### src/hdl/hbc_pkg.sv
// Purpose: constants and types for the h-bridge control block
// Assumes: 125 MHz clock
// Notes: register offsets are byte addresses on apb
package hbc_pkg;
  localparam int unsigned CLK_HZ = 125000000;
  localparam int unsigned CLK_MHZ = 125;
  // dead time between opposite switches of one leg
  localparam int unsigned DEAD_NS = 500;
  localparam logic [6:0] DEAD_CYC = 7'((DEAD_NS * CLK_MHZ + 999) / 1000);
  // internal chopping oscillator, typical frequency
  localparam int unsigned CHOP_HZ = 46000;
  localparam logic [11:0] CHOP_CYC = 12'(CLK_HZ / CHOP_HZ);
  // enable high time before a short can be seen
  localparam int unsigned SC_QUAL_US = 16;
  localparam logic [11:0] SC_QUAL_CYC = 12'(SC_QUAL_US * CLK_MHZ);
  // apb map
  localparam logic [7:0] ADDR_STATUS = 8'h00;
  localparam logic [7:0] ADDR_IRQ_STAT = 8'h04;
  localparam logic [7:0] ADDR_IRQ_MASK = 8'h08;
  localparam logic [4:0] IRQ_MASK_RST = 5'h00;
  // cause and event bit positions
  localparam int unsigned EV_SHORT = 0;
  localparam int unsigned EV_OVERCUR = 1;
  localparam int unsigned EV_OVERHEAT = 2;
  localparam int unsigned EV_UNDERVOLT = 3;
  localparam int unsigned EV_CHOP = 4;
  // status register fields
  localparam int unsigned ST_FAULT_POS = 0;
  localparam int unsigned ST_CAUSE_POS = 1;
  localparam int unsigned ST_MODE_POS = 8;
  // leg word layout
  localparam int unsigned LEG_HS = 9;
  localparam int unsigned LEG_LS = 8;
  localparam int unsigned LEG_LAST = 7;

  typedef enum logic [2:0] {
    HBC_STOP,
    HBC_FWD,
    HBC_REV,
    HBC_BRAKE_HI,
    HBC_BRAKE_LO,
    HBC_FAULT
  } hbc_mode_e;

  typedef struct packed {
    logic [9:0] leg_a;
    logic [9:0] leg_b;
    logic [11:0] chop_cnt;
    logic chop_off;
    logic [11:0] qual_cnt;
    logic [3:0] cause;
    logic [4:0] irq_stat;
    logic [4:0] irq_mask;
    logic [31:0] prdata;
    logic pslverr;
    hbc_mode_e mode;
  } hbc_state_s;
endpackage : hbc_pkg

### src/hdl/hbc_bridge.sv
// Purpose: h-bridge switch control with fault latch and apb registers
// Assumes: all inputs synchronous to clk; resetn is the supply power-on reset
// Notes: legs are a (high a, low a) and b (high b, low b)
`timescale 1ns/1ps
`default_nettype none
module hbc_bridge
  import hbc_pkg::*;
(
  input wire logic clk,
  input wire logic resetn,
  input wire logic ce,
  input wire logic direction_input_a,
  input wire logic direction_input_b,
  input wire logic enable,
  input wire logic supply_low,
  input wire logic short_detect,
  input wire logic overcurrent_detect,
  input wire logic overheat_detect,
  input wire logic current_limit,
  input wire logic [7:0] paddr,
  input wire logic psel,
  input wire logic penable,
  input wire logic pwrite,
  input wire logic [31:0] pwdata,
  output logic [31:0] prdata,
  output logic pready,
  output logic pslverr,
  output logic high_side_switch_a,
  output logic high_side_switch_b,
  output logic low_side_switch_a,
  output logic low_side_switch_b,
  output logic fault_n,
  output logic irq
);
  import hbc_pkg::*;

  ////////////////////////////////////////////////////////////////////////////
  // one leg: break-before-make with dead time
  function automatic logic [9:0] leg_step(
    input logic hs_req,
    input logic ls_req,
    input logic [9:0] leg
  );
    logic hs;
    logic ls;
    logic last_hs;
    logic [6:0] cnt;
    logic n_hs;
    logic n_ls;
    logic n_last;
    logic [6:0] n_cnt;
    hs = leg[LEG_HS];
    ls = leg[LEG_LS];
    last_hs = leg[LEG_LAST];
    cnt = leg[6:0];
    n_hs = hs_req & ~ls & ((cnt == 7'h00) | last_hs);
    n_ls = ls_req & ~hs & ((cnt == 7'h00) | ~last_hs);
    if ((hs & ~n_hs) | (ls & ~n_ls))
      n_cnt = DEAD_CYC;
    else if (cnt != 7'h00)
      n_cnt = cnt - 7'h01;
    else
      n_cnt = cnt;
    if (n_hs)
      n_last = 1'b1;
    else if (n_ls)
      n_last = 1'b0;
    else
      n_last = last_hs;
    return {n_hs, n_ls, n_last, n_cnt};
  endfunction : leg_step

  ////////////////////////////////////////////////////////////////////////////
  // state
  hbc_state_s st_r;
  hbc_state_s st_nxt;

  always_comb
  begin
    logic faulted;
    logic [3:0] trip;
    logic [4:0] ev;
    logic rotating;
    logic hs_a_req;
    logic hs_b_req;
    logic ls_a_req;
    logic ls_b_req;
    logic acc;
    logic setup;
    logic [31:0] rd;
    logic rd_ok;
    faulted = 1'b0;
    trip = 4'h0;
    ev = 5'h00;
    rotating = 1'b0;
    hs_a_req = 1'b0;
    hs_b_req = 1'b0;
    ls_a_req = 1'b0;
    ls_b_req = 1'b0;
    acc = 1'b0;
    setup = 1'b0;
    rd = 32'h0000_0000;
    rd_ok = 1'b0;
    st_nxt = st_r;

    // enable high-time qualifier for short detection
    if (!enable)
      st_nxt.qual_cnt = 12'h000;
    else if (st_r.qual_cnt != SC_QUAL_CYC)
      st_nxt.qual_cnt = st_r.qual_cnt + 12'h001;

    // detectors, latched until power-on reset
    rotating = enable & (direction_input_a ^ direction_input_b);
    trip[EV_SHORT] = short_detect & (st_r.qual_cnt == SC_QUAL_CYC);
    trip[EV_OVERCUR] = overcurrent_detect;
    trip[EV_OVERHEAT] = overheat_detect;
    trip[EV_UNDERVOLT] = supply_low & rotating;
    st_nxt.cause = st_r.cause | trip;
    faulted = |st_nxt.cause;

    // internal chopping oscillator
    if (st_r.chop_cnt == CHOP_CYC - 12'h001)
    begin
      st_nxt.chop_cnt = 12'h000;
      st_nxt.chop_off = 1'b0;
    end
    else
    begin
      st_nxt.chop_cnt = st_r.chop_cnt + 12'h001;
      if (current_limit)
        st_nxt.chop_off = 1'b1;
    end

    // switch requests from the input pins
    hs_a_req = ~direction_input_b;
    hs_b_req = ~direction_input_a;
    ls_a_req = direction_input_b & enable & ~st_nxt.chop_off;
    ls_b_req = direction_input_a & enable & ~st_nxt.chop_off;
    if (faulted)
    begin
      hs_a_req = 1'b0;
      hs_b_req = 1'b0;
      ls_a_req = 1'b0;
      ls_b_req = 1'b0;
    end
    st_nxt.leg_a = leg_step(hs_a_req, ls_a_req, st_r.leg_a);
    st_nxt.leg_b = leg_step(hs_b_req, ls_b_req, st_r.leg_b);

    // reported operating mode
    if (faulted)
      st_nxt.mode = HBC_FAULT;
    else if (!direction_input_a && !direction_input_b)
      st_nxt.mode = HBC_BRAKE_HI;
    else if (!enable)
      st_nxt.mode = HBC_STOP;
    else if (direction_input_a && direction_input_b)
      st_nxt.mode = HBC_BRAKE_LO;
    else if (direction_input_a)
      st_nxt.mode = HBC_FWD;
    else
      st_nxt.mode = HBC_REV;

    // interrupt events
    ev[3:0] = trip & ~st_r.cause;
    ev[EV_CHOP] = st_nxt.chop_off & ~st_r.chop_off;

    // apb: data captured in setup, write and read-clear in access
    setup = psel & ~penable;
    acc = psel & penable;
    case (paddr)
      ADDR_STATUS:
      begin
        rd[ST_FAULT_POS] = |st_r.cause;
        rd[ST_CAUSE_POS +: 4] = st_r.cause;
        rd[ST_MODE_POS +: 3] = st_r.mode;
        rd_ok = 1'b1;
      end
      ADDR_IRQ_STAT:
      begin
        rd[4:0] = st_r.irq_stat | ev; // setup-cycle event is not lost
        rd_ok = 1'b1;
      end
      ADDR_IRQ_MASK:
      begin
        rd[4:0] = st_r.irq_mask;
        rd_ok = 1'b1;
      end
      default:
      begin
        rd = 32'h0000_0000;
        rd_ok = 1'b0;
      end
    endcase
    if (setup)
    begin
      st_nxt.prdata = pwrite ? 32'h0000_0000 : rd;
      st_nxt.pslverr = ~rd_ok;
    end
    if (acc && pwrite && paddr == ADDR_IRQ_MASK)
      st_nxt.irq_mask = pwdata[4:0];
    if (acc && !pwrite && paddr == ADDR_IRQ_STAT)
      st_nxt.irq_stat = ev; // set wins over read-clear
    else
      st_nxt.irq_stat = st_r.irq_stat | ev;
  end

  always_ff @(posedge clk or negedge resetn)
  begin
    if (!resetn)
    begin
      st_r <= '{leg_a: 10'h000, leg_b: 10'h000, chop_cnt: 12'h000,
                chop_off: 1'b0, qual_cnt: 12'h000, cause: 4'h0,
                irq_stat: 5'h00, irq_mask: IRQ_MASK_RST,
                prdata: 32'h0000_0000, pslverr: 1'b0, mode: HBC_STOP};
    end
    else if (ce)
    begin
      st_r <= st_nxt;
    end
  end

  ////////////////////////////////////////////////////////////////////////////
  // outputs
  assign high_side_switch_a = st_r.leg_a[LEG_HS];
  assign low_side_switch_a = st_r.leg_a[LEG_LS];
  assign high_side_switch_b = st_r.leg_b[LEG_HS];
  assign low_side_switch_b = st_r.leg_b[LEG_LS];
  assign fault_n = ~(|st_r.cause);
  assign irq = |(st_r.irq_stat & st_r.irq_mask);
  assign prdata = st_r.prdata;
  assign pslverr = st_r.pslverr;
  assign pready = 1'b1;

  ////////////////////////////////////////////////////////////////////////////
  // checks
  property p_stop_unpowered;
    @(posedge clk) disable iff (!resetn)
    (ce && !enable) |=> (!low_side_switch_a && !low_side_switch_b);
  endproperty
  a_stop_unpowered: assert property (p_stop_unpowered)
    else $error("low side on with enable low");

  property p_leg_b_map;
    @(posedge clk) disable iff (!resetn)
    $rose(high_side_switch_b) |-> $past(!direction_input_a);
  endproperty
  a_leg_b_map: assert property (p_leg_b_map)
    else $error("high b turned on with input a high");

  property p_dead_time;
    @(posedge clk) disable iff (!resetn)
    $fell(low_side_switch_a) |-> !high_side_switch_a [*8];
  endproperty
  a_dead_time: assert property (p_dead_time)
    else $error("high a on inside dead time");

  property p_brake_hi;
    @(posedge clk) disable iff (!resetn)
    $rose(high_side_switch_a) |-> $past(!direction_input_b);
  endproperty
  a_brake_hi: assert property (p_brake_hi)
    else $error("high a turned on with input b high");

  property p_brake_lo;
    @(posedge clk) disable iff (!resetn)
    $rose(low_side_switch_a) |-> $past(enable && direction_input_b);
  endproperty
  a_brake_lo: assert property (p_brake_lo)
    else $error("low a on without enable and input b");

  property p_fault_sticky;
    @(posedge clk) disable iff (!resetn)
    !fault_n |=> (!fault_n && !high_side_switch_a && !high_side_switch_b
      && !low_side_switch_a && !low_side_switch_b);
  endproperty
  a_fault_sticky: assert property (p_fault_sticky)
    else $error("fault released or switch on while faulted");

  property p_overheat_trip;
    @(posedge clk) disable iff (!resetn)
    (ce && overheat_detect) |=> !fault_n;
  endproperty
  a_overheat_trip: assert property (p_overheat_trip)
    else $error("overheat did not raise fault");

  property p_undervolt;
    @(posedge clk) disable iff (!resetn)
    (ce && supply_low && enable && (direction_input_a != direction_input_b))
      |=> !fault_n;
  endproperty
  a_undervolt: assert property (p_undervolt)
    else $error("low supply while rotating did not fault");

  property p_chop_low_only;
    @(posedge clk) disable iff (!resetn)
    st_r.chop_off |-> (!low_side_switch_a && !low_side_switch_b);
  endproperty
  a_chop_low_only: assert property (p_chop_low_only)
    else $error("low side on during chop-off");
endmodule : hbc_bridge
`default_nettype wire

### config.mk
export PLATFORM = sky130hd
export DESIGN_NAME = hbc_bridge
export DESIGN_NICKNAME = d
export VERILOG_FILES = /design/src/hdl/hbc_pkg.sv /design/src/hdl/hbc_bridge.sv
export SDC_FILE = /design/constraint.sdc
export NUM_CORES = 1
export LEC_CHECK = 0
export ABC_AREA = 1
export BUFFER_PORTS_ARGS = -buffer_cell sky130_fd_sc_hd__clkbuf_2
export CORE_UTILIZATION = 35
export CTS_BUF_LIST = sky130_fd_sc_hd__clkbuf_4 sky130_fd_sc_hd__clkbuf_8
export DETAILED_ROUTE_END_ITERATION = 8
export PLACE_DENSITY = 0.61
export SETUP_SLACK_MARGIN = 0.1
export SLEW_MARGIN = 20
export SYNTH_ARGS = -nofsm -noshare
export SYNTH_HDL_FRONTEND = slang
export SYNTH_SLANG_ARGS = --single-unit
### constraint.sdc
create_clock -name clk -period 2.2 [get_ports clk]
set_clock_uncertainty 0.15 [all_clocks]
set_input_delay 0.11 -clock clk [delete_from_list [all_inputs] [get_ports clk]]
set_output_delay 0.11 -clock clk [all_outputs]
set_load 0.01 [all_outputs]
==> results_dict.tcl <==
set metrics [dict create \
    synth-edff-count 0 \
    grt_max_degree 45 \
    regToRegStartpoint "st_r[56]" \
    rrSetupSlack_ps 170 \
    track_usage_pct 15.7 \
    post_synth_and_or_nand_nor_area_fraction_pct 27.6 \
    grt_pass1_vias 3517 \
    p_per_area_nw_per_um2 794 \
    clk_path_buf_depth 2 \
    clk_latency_ps 340 \
    clock_sinks 71 \
    postSynthCellCount 553 \
    seq_area_um2 1780 \
    dieArea_um2 12800 \
    status "completed" \
    first_pass_iters 7 \
    yosysMostFrequentCell "nand2_1" \
    drt_wl_total_um 9600 \
    root_buffer "clkbuf_8" \
    cap_violations 0 \
    fmaxAchievable_mhz 494 \
    synth_warnings 0 \
    synth.avg_cell_area_um2 7.82 \
    drive_gt1_share_pct 20.8 \
    dp_hpwl_um 6820 \
    drt_iter0_drc 234 \
    vias 3677 \
    reg2reg_depth 9 \
    vdd_drop_max_mv 0.412 \
    overflow 0 \
    synth-xor-area-share_pct 3.04 \
    critPathKind "reg -> reg" \
    synth_fa_ha_area_share_pct 3.18 \
    worst-endpoint-required_ps 2280 \
    die_h_um 113 \
    crit_fanout 7 \
    die_w_um 113 \
    ys_types 43 \
    hold_depth 4 \
    hold_viol 0 \
    crit_arrival_ps 2110 \
    final_core_util_pct 42.4 \
    rsz0062_at_grt "yes" \
    rows 40 \
    synth.area.mux_share_pct 1.30 \
    wire_per_inst_um 12.4 \
    avgViaCountPerCell 4.76 \
    slew_viol_final 0 \
    fill_cells 1212 \
    r2r_end "st_r[80]" \
    antenna-diode-count 0 \
    min_from "psel" \
    multi_input_area_um2 2090 \
    drc 0 \
    ys_seq_area_share_pct 41.1 \
    h-tree-depth 3 \
    tritoncts "yes" \
    finalSetupTns_ps 0 \
    initial_core_util_pct 36.0 \
    end_kind "register" \
    area_growth_pct 17.9 \
    worstSetupStartpointType "register" \
    yosysTopAreaCell "dfrtp_1" \
    dp_slack_ps 51.8 \
    final-setup-viol-count 0 \
    period_share_pct 92.0 \
    holdPathEnd "st_r[41]" \
    synth_flop_cell "dfrtp_1" \
    p_leak_nw 2.58 \
    antenna_left 0 \
    finalPower_mw 4.05 \
    hold_class "in -> reg" \
    period_minus_slack_ps 2030 \
    grt_pass1_wl_um 16100 \
    fin_cells 773 \
    synth-compound-area-share_pct 9.55 \
    io_buffers 41 \
    antenna_found_initial 0 \
    core_area_um2 12000 \
    gp_congestion 0.826 \
    dp.cells 730 \
    yosys-top-cells-area "dfrtp_1, nand2_1, nand3_1, inv_1, buf_4" \
    finalWorstSetupSlack_ps 175 \
    synthTopCellsByCount "nand2_1, inv_1, dfrtp_1" \
    slew_headroom_pct 60.3 \
    fin_nets 686 \
    synthesis.area_um2 4320 \
    ys_seq_elements 71 \
    tightest_slew_ps 591 \
    async_flop_share_pct 100 \
    num_io_pins 94 \
    synth_top_family_by_area "simple AND/OR/NAND/NOR gates" \
    cts_inserted_buffers 9 \
    synth_top_area_share_pct 41.1 \
    clk_pin_slew_ps 80 \
]
sequential cells by signal (all words and copies together), names as in the netlist:
name	flops
high_side_switch_a	1
high_side_switch_b	1
low_side_switch_a	1
low_side_switch_b	1
prdata	8
pslverr	1
st_r	58
power by group:
part           switching [mW]  leakage [nW]  internal (mW)
clock                   0.506         0.106          0.647
combinational           0.666          1.58          0.513
sequential              0.207         0.893           1.51
total                    1.38          2.58           2.67
per-layer routing:
layer	vias up	track usage [%]	share of wire, %	wire length, um
li1	1850	-	-	-
met1	1736	19.6	45	4350
met2	79	26.2	49	4750
met3	12	4.18	4.1	398
met4	0	5.53	1.1	108
met5	-	0	0	0
worst max-delay path: stages, from the launching register on:
cell and delay [ps]:
dfrtp_1 380, nand2_1 100, nor3_1 470, nand3_4 190, nand2_4 160, o21ai_4 90, nand3_4 140, nand2_4 90
nand2_1 80, nand2_1 50
worst max-delay path by stage:
stage	startpoint	endpoint	slack [ps]	cells past startpoint
2_1_floorplan	st_r[50]	st_r[91]	360	13
3_3_place_gp	st_r[50]	st_r[87]	110	13
4_1_cts	st_r[50]	st_r[85]	100	13
3_5_place_dp	st_r[50]	st_r[91]	50	13
5_1_grt	st_r[56]	st_r[77]	70	9
6_report	st_r[56]	st_r[80]	170	9
logic make-up (layout without fill, tap and decap cells):
group,Yosys count,count (layout)
adder cells (fa/ha/maj),11,11
buffers and inverters,125,175
multiplexers,5,5
XOR/XNOR,15,15
flip-flops,71,71
other,2,25
AND/OR/NAND/NOR,257,257
AO/OA/AOI/OAI,67,67
per-stage QoR:
step	area, um2	hold slack, ps
after floorplan	4410	-336
after detailed placement	4570	-183
after global routing	5100	46.5
after CTS	4970	13.8
final	5100	38.0
after global placement	4570	-183
cells in the final DEF (no fill, tap or decap), types with 6 or more instances in the layout:
cell type	n
buf_4	16
nor2_1	39
inv_2	11
dlygate4sd3_1	13
o21ai_0	30
nor2_2	7
nand2_4	6
xor2_1	10
nand2_1	115
dfrtp_1	71
clkbuf_8	9
clkbuf_2	40
conb_1	25
a21oi_1	15
ha_1	10
nor3_1	7
inv_1	74
nand3_1	59
area by class of cell:
| type | instances | area share, % |
|---|---|---|
| timing repair buffer | 73 | 9.94 |
| multi-input combinational | 380 | 41.0 |
| clock buffer | 10 | 2.58 |
| inverter | 86 | 6.33 |
| clock inverter | 6 | 1.67 |
| tap | 147 | 3.61 |
| sequential | 71 | 34.9 |
repair_timing:
action / 4_1_cts / 5_1_grt
pin swaps: 4 / 11
resized for setup: 3 / 19
buffers inserted: 4 / 10
endpoints found under the hold margin: 94 / 0
endpoints found under the setup margin: 14 / 15
hold buffers: 13 / 0
No activity file was read; power rests on OpenSTA's default activity.
